File: config.mk
export PLATFORM = sky130hd
export DESIGN_NAME = mgp_top
export DESIGN_NICKNAME = d
export VERILOG_FILES = /design/src/mgp_pkg.sv /design/src/mgp_phase.sv /design/src/mgp_top.sv
export VERILOG_INCLUDE_DIRS = /design/src
export SDC_FILE = /design/constraint.sdc
export NUM_CORES = 1
export LEC_CHECK = 0
export BUFFER_PORTS_ARGS = -buffer_cell sky130_fd_sc_hd__buf_4
export CORE_UTILIZATION = 50
export CTS_BUF_LIST = sky130_fd_sc_hd__clkbuf_8
export DETAILED_ROUTE_END_ITERATION = 16
export PLACE_DENSITY_LB_ADDON = 0.2
export RECOVER_POWER = 25
export SYNTH_ARGS = -nofsm -noshare
export SYNTH_HDL_FRONTEND = slang
export SYNTH_SLANG_ARGS = --single-unit
File: constraint.sdc
create_clock -name clock_i -period 3.15 [get_ports clock_i]
set_input_delay 0.1575 -clock clock_i [delete_from_list [all_inputs] [get_ports clock_i]]
set_output_delay 0.1575 -clock clock_i [all_outputs]
set_load 0.01 [all_outputs]
File: src/mgp_regs.svh
`ifndef MGP_REGS_SVH
`define MGP_REGS_SVH

// Clock period in ns (20 MHz)
`define MGP_CLK_PERIOD_NS 50
// Manual clear time, typical and longest, in us
`define MGP_CLEAR_TYP_US 15
`define MGP_CLEAR_MAX_US 30
// Manual clear hold in cycles: equal to the typical figure, inside the longest one
`define MGP_CLEAR_CYCLES ((`MGP_CLEAR_TYP_US * 1000) / `MGP_CLK_PERIOD_NS)
// Automatic recovery time in us, stand-in for the external timing network
`define MGP_RECOVER_US 1000
`define MGP_RECOVER_CYCLES ((`MGP_RECOVER_US * 1000) / `MGP_CLK_PERIOD_NS)
// Strap encodings
`define MGP_STRAP_GROUND 2'h0
`define MGP_STRAP_7V5 2'h1
`define MGP_STRAP_SUPPLY 2'h2

`endif

File: src/mgp_pkg.sv
package mgp_pkg;
  // Protection behaviour chosen by the strap
  typedef enum logic [1:0] {
    MGP_LIMIT_MANUAL,
    MGP_NOLIMIT_MANUAL,
    MGP_NOLIMIT_AUTO
  } mgp_mode_e;
  // Over-current latch states
  typedef enum logic [1:0] {
    MGP_RUN,
    MGP_TRIPPED
  } mgp_trip_e;
endpackage

File: src/mgp_phase.sv
`timescale 1ns/1ps
// One half-bridge: command gating and latched top-arm limit
module mgp_phase (
  // Clock and reset
  input wire logic clock_i,
  input wire logic arst_n_i,
  // Commands
  input wire logic high_cmd_i,
  input wire logic low_cmd_i,
  // Protection
  input wire logic limit_hit_i,
  input wire logic all_off_i,
  // Switch drives
  output logic high_on_o,
  output logic low_on_o
);
  logic limit_reg;

  // Latch the limit; a new hit wins over the release when the high command drops
  always_ff @(posedge clock_i or negedge arst_n_i) begin
    if (!arst_n_i) begin
      limit_reg <= 1'b0;
    end else if (limit_hit_i) begin
      limit_reg <= 1'b1;
    end else if (!high_cmd_i) begin
      limit_reg <= 1'b0;
    end
  end

  // Registered drives; both commands high means both off
  always_ff @(posedge clock_i or negedge arst_n_i) begin
    if (!arst_n_i) begin
      high_on_o <= 1'b0;
      low_on_o <= 1'b0;
    end else begin
      high_on_o <= high_cmd_i && !low_cmd_i && !all_off_i && !limit_reg && !limit_hit_i;
      low_on_o <= low_cmd_i && !high_cmd_i && !all_off_i;
    end
  end
endmodule // mgp_phase

File: src/mgp_top.sv
`timescale 1ns/1ps
`include "mgp_regs.svh"
module mgp_top #(
  parameter int unsigned RECOVER_CYCLES = `MGP_RECOVER_CYCLES,
  parameter int unsigned CLEAR_CYCLES = `MGP_CLEAR_CYCLES
) (
  // Clock and reset
  input wire logic clock_i,
  input wire logic arst_n_i,
  // Host commands
  input wire logic u_high_cmd_i,
  input wire logic v_high_cmd_i,
  input wire logic w_high_cmd_i,
  input wire logic u_low_cmd_i,
  input wire logic v_low_cmd_i,
  input wire logic w_low_cmd_i,
  // Comparator flags
  input wire logic limit_over_i,
  input wire logic trip_over_i,
  input wire logic undervolt_trip_i,
  input wire logic undervolt_release_i,
  input wire logic overheat_trip_i,
  input wire logic overheat_cooled_i,
  // Strap, sampled after reset release
  input wire logic [1:0] protect_strap_i,
  // Switch drives
  output logic u_high_on_o,
  output logic v_high_on_o,
  output logic w_high_on_o,
  output logic u_low_on_o,
  output logic v_low_on_o,
  output logic w_low_on_o,
  // Open-drain fault pin
  output logic fault_o,
  output logic fault_oe_o
);
  // Wide enough for any recovery count a user might set
  localparam int unsigned CNT_W = 32;

  // Protection state
  mgp_pkg::mgp_mode_e mode_reg;
  logic strap_taken_reg;
  mgp_pkg::mgp_trip_e trip_reg;
  logic [CNT_W-1:0] count_reg;
  logic uv_reg;
  logic ot_reg;
  // Decoded conditions
  logic all_off;
  logic limit_hit;
  logic cmds_low;
  logic auto_mode;
  logic manual_quiet;
  logic auto_done;
  logic manual_done;
  // Per-phase buses, index 0 is phase U
  logic [2:0] high_cmd;
  logic [2:0] low_cmd;
  logic [2:0] high_on;
  logic [2:0] low_on;

  // Strap caught once after release; outputs are held off until then
  // A strap change later on needs a reset to take effect
  always_ff @(posedge clock_i or negedge arst_n_i) begin
    if (!arst_n_i) begin
      mode_reg <= mgp_pkg::MGP_LIMIT_MANUAL;
      strap_taken_reg <= 1'b0;
    end else if (!strap_taken_reg) begin
      strap_taken_reg <= 1'b1;
      unique case (protect_strap_i)
        `MGP_STRAP_GROUND: mode_reg <= mgp_pkg::MGP_LIMIT_MANUAL;
        `MGP_STRAP_7V5: mode_reg <= mgp_pkg::MGP_NOLIMIT_MANUAL;
        default: mode_reg <= mgp_pkg::MGP_NOLIMIT_AUTO;
      endcase
    end
  end

  // Clear bookkeeping, decoded once so the latch and its counter agree
  assign cmds_low = !(|high_cmd) && !(|low_cmd);
  assign auto_mode = mode_reg == mgp_pkg::MGP_NOLIMIT_AUTO;
  // Host keeps all six low and the shunt is quiet; anything else restarts the wait
  assign manual_quiet = cmds_low && !trip_over_i;
  // Auto recovery ends on the last count; the latch clears on that edge
  assign auto_done = count_reg >= RECOVER_CYCLES - 1;
  // Manual clear needs the quiet spell to run one count past the clear time
  assign manual_done = count_reg >= CLEAR_CYCLES;

  // Over-current latch; a fresh trip always wins over either clear
  always_ff @(posedge clock_i or negedge arst_n_i) begin
    if (!arst_n_i) begin
      trip_reg <= mgp_pkg::MGP_RUN;
    end else begin
      unique case (trip_reg)
        mgp_pkg::MGP_RUN: begin
          if (trip_over_i) begin
            trip_reg <= mgp_pkg::MGP_TRIPPED;
          end
        end
        mgp_pkg::MGP_TRIPPED: begin
          if (auto_mode) begin
            // Commands are ignored; only the running count or a still-high shunt holds the latch
            if (auto_done && !trip_over_i) begin
              trip_reg <= mgp_pkg::MGP_RUN;
            end
          end else if (manual_quiet && manual_done) begin
            trip_reg <= mgp_pkg::MGP_RUN;
          end
        end
        default: trip_reg <= mgp_pkg::MGP_TRIPPED;
      endcase
    end
  end

  // Shared timer: recovery time in automatic mode, quiet spell in manual modes
  always_ff @(posedge clock_i or negedge arst_n_i) begin
    if (!arst_n_i) begin
      count_reg <= '0;
    end else if (trip_reg != mgp_pkg::MGP_TRIPPED) begin
      // Idle at zero so every trip starts a full wait
      count_reg <= '0;
    end else if (auto_mode) begin
      // Saturates at the end point rather than wrapping while the shunt stays high
      if (!auto_done) begin
        count_reg <= count_reg + 1'b1;
      end
    end else if (!manual_quiet) begin
      count_reg <= '0;
    end else if (!manual_done) begin
      count_reg <= count_reg + 1'b1;
    end
  end

  // Under-voltage with hysteresis: set on trip, cleared only above release
  always_ff @(posedge clock_i or negedge arst_n_i) begin
    if (!arst_n_i) begin
      uv_reg <= 1'b1;
    end else if (undervolt_trip_i) begin
      uv_reg <= 1'b1;
    end else if (undervolt_release_i) begin
      uv_reg <= 1'b0;
    end
  end

  // Overheat with hysteresis: cleared only once cooled
  always_ff @(posedge clock_i or negedge arst_n_i) begin
    if (!arst_n_i) begin
      ot_reg <= 1'b0;
    end else if (overheat_trip_i) begin
      ot_reg <= 1'b1;
    end else if (overheat_cooled_i) begin
      ot_reg <= 1'b0;
    end
  end

  // Any global shutdown; raw flags also act at once to save a cycle
  // The latched flags carry the hysteresis; the raw ones only cover their first cycle
  assign all_off = !strap_taken_reg || uv_reg || undervolt_trip_i || ot_reg || overheat_trip_i
    || trip_reg == mgp_pkg::MGP_TRIPPED || trip_over_i;
  // Limit only in the ground-strap mode, and never before the strap is known
  assign limit_hit = limit_over_i && strap_taken_reg && mode_reg == mgp_pkg::MGP_LIMIT_MANUAL;

  // Pack the commands per phase
  assign high_cmd = {w_high_cmd_i, v_high_cmd_i, u_high_cmd_i};
  assign low_cmd = {w_low_cmd_i, v_low_cmd_i, u_low_cmd_i};

  // One half-bridge per phase
  genvar gi;
  generate
    for (gi = 0; gi < 3; gi++) begin : g_phase
      mgp_phase u_phase (
        .clock_i(clock_i),
        .arst_n_i(arst_n_i),
        .high_cmd_i(high_cmd[gi]),
        .low_cmd_i(low_cmd[gi]),
        .limit_hit_i(limit_hit),
        .all_off_i(all_off),
        .high_on_o(high_on[gi]),
        .low_on_o(low_on[gi])
      );
    end
  endgenerate

  // Unpack the drives; each bit leaves a phase flop directly
  assign {w_high_on_o, v_high_on_o, u_high_on_o} = high_on;
  assign {w_low_on_o, v_low_on_o, u_low_on_o} = low_on;

  // Fault pin pulled low only by an over-current trip, never by limit, UV or heat
  always_ff @(posedge clock_i or negedge arst_n_i) begin
    if (!arst_n_i) begin
      fault_oe_o <= 1'b0;
    end else begin
      fault_oe_o <= (trip_reg == mgp_pkg::MGP_TRIPPED) || trip_over_i;
    end
  end

  // Level while enabled; open drain only ever pulls low, the pull-up gives high
  always_ff @(posedge clock_i or negedge arst_n_i) begin
    if (!arst_n_i) begin
      fault_o <= 1'b0;
    end else begin
      fault_o <= 1'b0;
    end
  end
endmodule // mgp_top

==> flow_metrics.env, run 1 <==
export IMPL_finalCritPeriodShare_pct=68.6
export IMPL_synth_fp_nets=208
export IMPL_grt_pass1_vias=1465
export IMPL_async_flop_share_pct=100
export IMPL_coreArea_um2=4030
export IMPL_cts_tree="built"
export IMPL_start_util_pct=52.6
export IMPL_crit_buf_inv=0
export IMPL_cp_required_ns=3.29
export IMPL_cts_buffers_inserted=5
export IMPL_tns_ns=0
export IMPL_fill_cells=348
export IMPL_power_per_cell_area_nw_per_um2=459
export IMPL_drt_wirelength_per_cell_um=14.5
export IMPL_worst_pin_slew_ns=1.14
export IMPL_syn_cell_area_um2=2120
export IMPL_cts_resized=0
export IMPL_area_growth_pct=14.7
export IMPL_critical_path_max_stage_delay_ns=0.57
export IMPL_drv_cap=0
export IMPL_synth_most_common_cell="dfrtp_1"
export IMPL_place_area_um2=2330
export IMPL_synth_area_leader_cell="dfrtp_1"
export IMPL_wirelength_um=3880
export IMPL_hold_ws_ns=0.0279
export IMPL_io_buffers=22
export IMPL_grt_pass1_wl_um=6470
export IMPL_status="finished clean"
export IMPL_synth_seq_cells=48
export IMPL_setup_viol=0
export IMPL_cp_max_fo=7
export IMPL_vias=1482
export IMPL_period_needed_ns=2.16
export IMPL_yosysWarnings=0
export IMPL_setup_ws_ns=0.990
export IMPL_synthTopCellsByCount="47 x dfrtp_1, 17 x and2_1, 13 x nand2_1, 10 x nor2_1, 9 x a21oi_1"
export IMPL_place_ws_ns=1.01
export IMPL_grt_start_max_net_pins=49
export IMPL_ys_types=42
export IMPL_die_h_um=67.1
export IMPL_yosysSeqAreaShare_pct=56.8
export IMPL_finalHoldViolations=0
export IMPL_cts_num_sinks=48
export IMPL_drv_slew=0
export IMPL_ir_worst_vdd_mv=0.372
export IMPL_path_cells="or4_1 -> a2111oi_4 -> nor3_4 -> o211ai_2 -> xor2_1 -> nor2_1"
export IMPL_rrSetupSlack_ns=0.99
export IMPL_synth_avg_cell_area_um2=11.1
export IMPL_end_kind="register"
export IMPL_grtUsageTotal_pct=19.3
export IMPL_synthTopCellsByArea="dfrtp_1 56%, and2_1 5.0%, nand2_1 2.3%, a21oi_1 2.1%, a21o_1 2.1%"
export IMPL_finalCoreUtilization_pct=60.3
export IMPL_leakagePower_nw=1.12
export IMPL_overflow=0
export IMPL_drt_pass1_iter_count=4
export IMPL_clock_root_buffer="clkbuf_8"
export IMPL_synth_edf_count=0
export IMPL_ys_flop_type="dfrtp_1"
export IMPL_critPathSlowestCell="or4_1"
export IMPL_crit_arrival_ns=2.30
export IMPL_max_freq_ghz=0.463
export IMPL_drtIter0Drc=100
export IMPL_vias_per_cell=5.55
export IMPL_postLayoutCellArea_um2=2430
export IMPL_htreeDepth=2
export IMPL_gp_congestion=0.845
export IMPL_crit_family="simple AND/OR/NAND/NOR gates"
export IMPL_worstSkewPairLatency_ns=0.30
export IMPL_path_class="reg -> reg"
export IMPL_clkTransAtPathRegs_ns=0.09
export IMPL_antenna_cells=0
export IMPL_largest_reg_flops=32
export IMPL_rsz0062_at_grt="no"
export IMPL_die_area_um2=4500
export IMPL_yosys_area_top_type_share_pct=55.5
export IMPL_num_rows=23
export IMPL_worst_setup_path_start_kind="register"
export IMPL_fin_nets=234
export IMPL_detailed_place_hpwl_um=2840
export IMPL_hp_class="in -> reg"
export IMPL_slew_headroom_pct=24.1
export IMPL_post_cts_buffers=0
export IMPL_fin_worst_skew_ns=0.00947
export IMPL_drc=0
export IMPL_die_width_um=67.1
export IMPL_pin_count=24
export IMPL_synth_cells=190
export IMPL_clk_path_buf_depth=2
export IMPL_drive_gt1_share_pct=18.9
export IMPL_antenna_found_initial=0
export IMPL_ant_nets=0
export IMPL_hold_buffers=1
==> cells by family (layout without fill, tap and decap cells) <==
| logic type | count (synthesis) | in the layout | synth area share (%) |
|---|---|---|---|
| compound gates | 37 | 37 | 13.5 |
| xor+xnor | 6 | 6 | 2.48 |
| fa+ha+maj | 2 | 2 | 1.18 |
| buf+inv | 10 | 37 | 1.95 |
| flops | 48 | 48 | 56.8 |
| mux | 1 | 1 | 0.532 |
| other cells | 2 | 2 | 0.355 |
| simple gates | 84 | 84 | 23.3 |
==> routing by layer <==
layer  vias up  track usage (%)  wire, µm
met5         -                0         0
met1       726             25.2      1750
li1        723                -         -
met2        27             31.1      1960
met3         6             4.28       123
met4         0             6.91        42
==> placed cells by master (no fill, tap or decap), types with 6 or more instances in the layout <==
cell / instances
and2_1: 17
or3_1: 6
nor3_1: 6
clkbuf_8: 6
a21o_1: 6
inv_1: 7
nor4_1: 6
nand2_1: 13
nor2_1: 10
dfrtp_1: 47
buf_4: 21
a21oi_1: 9
==> report_power, final <==
part | switching (W) | internal, W
registers | 0.0000115 | 0.000631
clock network | 0.000194 | 0.000177
logic | 0.0000640 | 0.0000372
total | 0.000270 | 0.000845
==> metrics by stage <==
stage               power, W  cells
global placement    0.000751    258
CTS                  0.00113    267
floorplan           0.000713    190
finish               0.00112    267
global route         0.00117    267
detailed placement  0.000758    258
==> final cells by class <==
cell class | count | area, µm² | area share [%]
clock buffer | 6 | 82.6 | 3.40
clock inverter | 2 | 12.5 | 0.515
inverter | 6 | 22.5 | 0.927
multi-input combinational | 132 | 875 | 36.0
sequential | 48 | 1200 | 49.5
tap | 50 | 62.6 | 2.57
timing repair buffer | 23 | 173 | 7.11
==> final timing paths <==
path | startpoint | to | cells past startpoint
worst max-delay path | count_reg[13] | count_reg[4] | 6
worst min-delay path | v_low_cmd_i | g_phase[1].u_phase.high_on_o | 2
worst max register to register | count_reg[13] | count_reg[4] | 6
worst min register to register | g_phase[1].u_phase.limit_reg | g_phase[1].u_phase.high_on_o | 1
max in group asynchronous | arst_n_i | count_reg[31] | 2
min in group asynchronous | arst_n_i | count_reg[0] | 2
No activity file was read; power rests on OpenSTA's default activity.
==> inputs of run 2 (changes only) <==
==> constraint.sdc (replaced) <==
create_clock -name clock_i -period 2.2 [get_ports clock_i]
set_input_delay 0.11 -clock clock_i [delete_from_list [all_inputs] [get_ports clock_i]]
set_output_delay 0.11 -clock clock_i [all_outputs]
set_load 0.01 [all_outputs]
==> flow_metrics.env, run 2 (synthesized netlist as in run 1, its figures left out) <==
export IMPL_cts_num_sinks=48
export IMPL_die_width_um=67.1
export IMPL_vias_per_cell=5.47
export IMPL_grtUsageTotal_pct=19.8
export IMPL_drt_wirelength_per_cell_um=14.5
export IMPL_power_per_cell_area_nw_per_um2=678
export IMPL_finalCritPeriodShare_pct=94.8
export IMPL_dr_wl_met3_um=86
export IMPL_status="finished clean"
export IMPL_largest_reg_flops=32
export IMPL_placed_cells=263
export IMPL_coreArea_um2=4030
export IMPL_hold_ws_ns=0.0106
export IMPL_ant_nets=0
export IMPL_postLayoutCellArea_um2=2570
export IMPL_clkTransAtPathRegs_ns=0.09
export IMPL_grt_pass1_vias=1433
export IMPL_seqCellArea_um2=1200
export IMPL_cp_required_ns=2.42
export IMPL_final_common_cell="dfrtp_1"
export IMPL_start_util_pct=52.6
export IMPL_htreeDepth=2
export IMPL_clk_path_buf_depth=2
export IMPL_grt_start_max_net_pins=49
export IMPL_path_class="reg -> reg"
export IMPL_drc=0
export IMPL_drv_slew=0
export IMPL_wirelength_um=4040
export IMPL_cp_max_fo=7
export IMPL_final_instance_count_excl_fill=279
export IMPL_layout_common_cells="47 x dfrtp_1, 25 x buf_4, 17 x and2_1"
export IMPL_rsz0062_at_grt="yes"
export IMPL_power_net_switching_w=0.000398
export IMPL_place_area_um2=2360
export IMPL_worst_setup_path_start_kind="register"
export IMPL_vias=1527
export IMPL_p_comb_share_pct=9.6
export IMPL_cts_tree="built"
export IMPL_antenna_cells=0
export IMPL_finalCoreUtilization_pct=63.8
export IMPL_power_w=0.00174
export IMPL_pin_count=24
export IMPL_antenna_found_initial=0
export IMPL_period_needed_ns=2.09
export IMPL_slew_headroom_pct=23.2
export IMPL_power_frac_seq_pct=52.8
export IMPL_drtIter0Drc=152
export IMPL_drv_cap=0
export IMPL_p_int_w=0.00135
export IMPL_worst_pin_slew_ns=1.15
export IMPL_grt_pass1_wl_um=6560
export IMPL_detailed_place_hpwl_um=2830
export IMPL_crit_arrival_ns=2.30
export IMPL_leakagePower_nw=1.18
export IMPL_switching_share_pct=22.8
export IMPL_setup_viol=0
export IMPL_multi_input_area_um2=882
export IMPL_fill_cells=326
export IMPL_fin_worst_skew_ns=0.0104
export IMPL_die_area_um2=4500
export IMPL_drt_pass1_iter_count=4
export IMPL_area_growth_pct=21.4
export IMPL_fin_nets=246
export IMPL_hp_class="in -> reg"
export IMPL_end_kind="register"
export IMPL_clock_root_buffer="clkbuf_8"
export IMPL_overflow=0
export IMPL_ir_worst_vdd_mv=0.487
export IMPL_drt_met1_wl_um=1850
export IMPL_gp_congestion=0.809
export IMPL_max_freq_ghz=0.480
export IMPL_io_buffers=22
export IMPL_cts_buffers_inserted=5
export IMPL_top_layer="met4"
export IMPL_drive_gt1_share_pct=21.4
export IMPL_num_rows=23
export IMPL_finalHoldViolations=0
export IMPL_die_h_um=67.1
export IMPL_worstSkewPairLatency_ns=0.29
export IMPL_clockPowerShare_pct=37.5
export IMPL_routed_wl_met2_um=2070
==> run 2: path summary, 6_finish.rpt <==
kind                       cells past startpoint                    startpoint                      endpoint  slack [ns]
setup / recovery                               6                 count_reg[15]                  count_reg[6]        0.11
hold / removal                                 2                  u_high_cmd_i   g_phase[0].u_phase.low_on_o        0.01
setup reg to reg                               6                 count_reg[15]                  count_reg[6]        0.11
hold reg to reg                                1  g_phase[1].u_phase.limit_reg  g_phase[1].u_phase.high_on_o        0.45
max in group asynchronous                      2                      arst_n_i                 count_reg[29]        0.92
min in group asynchronous                      2                      arst_n_i                  count_reg[9]        0.56
==> run 2: cell type report <==
class,instances,share of cell area [%]
flip-flops and latches,48,46.8
multi-input cells,132,34.3
repair buffers,35,10.9
clock buffers,6,3.21
well taps,50,2.43
clock inverters,2,1.51
inverters,6,0.876
==> run 2: routing by layer <==
layer,GRT usage [%],vias to the layer above
met5,0,-
met4,8.51,0
met3,3.77,4
met2,31.8,22
met1,26.0,755
li1,-,746
==> run 2: timing repair <==
action | in CTS | in global routing
resized for setup | 0 | 2
buffers inserted | 0 | 0
hold endpoints to repair | 53 | 1
hold buffers | 7 | 1
endpoints found under the setup margin | 0 | 3
==> run 2: critical path, cell delays in order (launching register included) <==
cell	delay [ns]
dfrtp_1	0.40
or4_1	0.58
a2111oi_4	0.38
nor3_4	0.11
o211ai_2	0.27
o21ai_0	0.13
a21oi_1	0.14
==> run 2: power by group through the flow <==
stage               Combinational (W)  Clock (W)  Sequential (W)
global placement             0.000149          0        0.000936
CTS                          0.000168   0.000670        0.000920
finish                       0.000168   0.000655        0.000921
floorplan                   0.0000865          0        0.000934
global route                 0.000187   0.000700        0.000923
detailed placement           0.000157          0        0.000938
==> run 2: through the flow <==
stage	setup TNS (ns)	worst slack (ns)
detailed placement	0	0.0903
finish	0	0.115
CTS	0	0.0693
global placement	0	0.143
floorplan	0	0.224
global route	-0.0599	-0.0225
==> inputs of run 3 (changes only) <==
--- a/config.mk
+++ b/config.mk
@@ -7,8 +7,9 @@
 export NUM_CORES = 1
 export LEC_CHECK = 0
 export BUFFER_PORTS_ARGS = -buffer_cell sky130_fd_sc_hd__buf_4
-export CORE_UTILIZATION = 50
-export CTS_BUF_LIST = sky130_fd_sc_hd__clkbuf_8
+export CORE_MARGIN = 5
+export CORE_UTILIZATION = 45
+export CTS_BUF_LIST = sky130_fd_sc_hd__clkbuf_4 sky130_fd_sc_hd__clkbuf_8 sky130_fd_sc_hd__clkbuf_16
 export DETAILED_ROUTE_END_ITERATION = 16
 export PLACE_DENSITY_LB_ADDON = 0.2
 export RECOVER_POWER = 25
==> flow_metrics.env, run 3 (synthesized netlist as in run 1, its figures left out) <==
export IMPL_rrSetupSlack_ns=0.06
export IMPL_ir_worst_vdd_mv=0.344
export IMPL_switching_share_pct=24.9
export IMPL_setup_viol=0
export IMPL_drt_pass1_iter_count=4
export IMPL_worstSetupPathDepth=7
export IMPL_die_h_um=78.6
export IMPL_r2r_cells=7
export IMPL_fin_worst_skew_ns=0.00921
export IMPL_drive_gt1_share_pct=23.7
export IMPL_slew_headroom_pct=24.0
export IMPL_crit_arrival_ns=2.34
export IMPL_r2r_start="count_reg[15]"
export IMPL_cp_required_ns=2.39
export IMPL_critical_path_max_stage_delay_ns=0.56
export IMPL_critPathSlowestCell="or4_4"
export IMPL_leakagePower_nw=1.19
export IMPL_ant_nets=0
export IMPL_worstSkewPairLatency_ns=0.30
export IMPL_antenna_found_initial=0
export IMPL_clockPowerShare_pct=33.7
export IMPL_gp_congestion=0.913
export IMPL_power_net_switching_w=0.000413
export IMPL_hold_ws_ns=0.0429
export IMPL_cp_max_fo=4
export IMPL_cts_buffers_inserted=5
export IMPL_start_util_pct=45.4
export IMPL_power_frac_seq_pct=55.7
export IMPL_end_kind="register"
export IMPL_path_class="reg -> reg"
export IMPL_grt_start_max_net_pins=49
export IMPL_overflow=0
export IMPL_multi_input_area_um2=918
export IMPL_hp_class="in -> reg"
export IMPL_gr_usage_met2_pct=24.6
export IMPL_met1_usage_pct=19.7
export IMPL_path_cells="or4_4 -> a2111oi_4 -> nor3_4 -> buf_4 -> o2111ai_2 -> xor2_1 -> nor2_1"
export IMPL_drv_slew=0
export IMPL_coreArea_um2=4660
export IMPL_reg2reg_to="count_reg[8]"
export IMPL_fin_nets=249
export IMPL_max_freq_ghz=0.466
export IMPL_power_per_cell_area_nw_per_um2=635
export IMPL_htreeDepth=2
export IMPL_die_width_um=78.6
export IMPL_grtUsageTotal_pct=15.5
export IMPL_worst_pin_slew_ns=1.14
export IMPL_met3_usage_pct=3.67
export IMPL_seqCellArea_um2=1200
export IMPL_finalHoldViolations=0
export IMPL_pin_count=24
export IMPL_vias_per_cell=5.54
export IMPL_grt_pass1_wl_um=7440
export IMPL_crit_family="simple AND/OR/NAND/NOR gates"
export IMPL_detailed_place_hpwl_um=2950
export IMPL_status="finished clean"
export IMPL_largest_reg_flops=32
export IMPL_min_path_cells=3
export IMPL_drv_cap=0
export IMPL_worst_setup_path_start_kind="register"
export IMPL_finalCritPeriodShare_pct=97.5
export IMPL_vias=1584
export IMPL_grt_pass1_vias=1563
export IMPL_min_to="fault_oe_o"
export IMPL_min_from="trip_over_i"
export IMPL_crit_buf_inv=1
export IMPL_clk_path_buf_depth=2
export IMPL_drt_wirelength_per_cell_um=15.5
export IMPL_cts_num_sinks=48
export IMPL_antenna_cells=0
export IMPL_cts_tree="built"
export IMPL_clock_root_buffer="clkbuf_8"
export IMPL_p_comb_share_pct=10.6
export IMPL_period_needed_ns=2.14
export IMPL_area_growth_pct=23.3
export IMPL_fill_cells=413
export IMPL_die_area_um2=6180
export IMPL_io_buffers=22
export IMPL_layout_common_cells="46 x dfrtp_1, 27 x buf_4, 17 x and2_1"
export IMPL_p_int_w=0.00125
export IMPL_finalCoreUtilization_pct=56.1
export IMPL_final_common_cell="dfrtp_1"
export IMPL_wirelength_um=4450
export IMPL_drc=0
export IMPL_grt_busiest_layer="met2"
export IMPL_num_rows=25
export IMPL_drtIter0Drc=110
export IMPL_clkTransAtPathRegs_ns=0.09
[run 3: layout make-up]
cell class                      count  share of cell area, %
Clock inverter                      1                  0.335
Timing Repair Buffer               38                   11.5
Sequential cell                    48                   46.1
Multi-Input combinational cell    132                   35.2
Inverter                            6                  0.862
Tap cell                           54                   2.59
Clock buffer                        7                   3.45
[run 3: repair_timing]
| action | 4_1_cts | 5_1_grt |
|---|---|---|
| hold endpoints to repair | 55 | 0 |
| resized for setup | 0 | 9 |
| setup buffers | 0 | 2 |
| hold buffers | 9 | 0 |
| setup endpoints to repair | 0 | 30 |
[run 3: worst reg2reg max path, cell delays in order, from the launching register on]
cell and delay, ns:
dfrtp_1 0.42, or4_4 0.56, a2111oi_4 0.28, nor3_4 0.12, buf_4 0.18, o2111ai_2 0.23, xor2_1 0.19, nor2_1 0.06
[run 3: metal layers]
layer | vias up | part of all wire [%]
met2 | 48 | 51
li1 | 750 | -
met3 | 14 | 3.8
met4 | 0 | 3.8
met5 | - | 0
met1 | 772 | 42
[run 3: how the worst max path moves through the flow]
stage	to	from
after floorplan	count_reg[14]	count_reg[4]
after global placement	count_reg[11]	count_reg[15]
after detailed placement	count_reg[8]	count_reg[15]
after CTS	count_reg[1]	u_low_cmd_i
after global routing	count_reg[8]	count_reg[15]
final	count_reg[8]	count_reg[15]
[run 3: per-stage QoR]
step | worst slack [ns] | cells | power (W) | TNS, ns | area (µm²)
after floorplan | 0.224 | 190 | 0.00102 | 0 | 2120
after global placement | 0.134 | 267 | 0.00108 | 0 | 2370
after CTS | 0.0128 | 284 | 0.00166 | 0 | 2560
after detailed placement | 0.0492 | 267 | 0.00109 | 0 | 2370
after global routing | -0.0387 | 286 | 0.00173 | -0.0405 | 2610
final | 0.0557 | 286 | 0.00166 | 0 | 2610
[run 3: power groups by stage]
stage          Clock [W]  Sequential, W  Combinational, W
6_report        0.000559       0.000924          0.000176
5_1_grt         0.000611       0.000927          0.000197
4_1_cts         0.000571       0.000920          0.000169
3_5_place_dp           0       0.000938          0.000155
3_3_place_gp           0       0.000936          0.000146
2_1_floorplan          0       0.000934         0.0000865
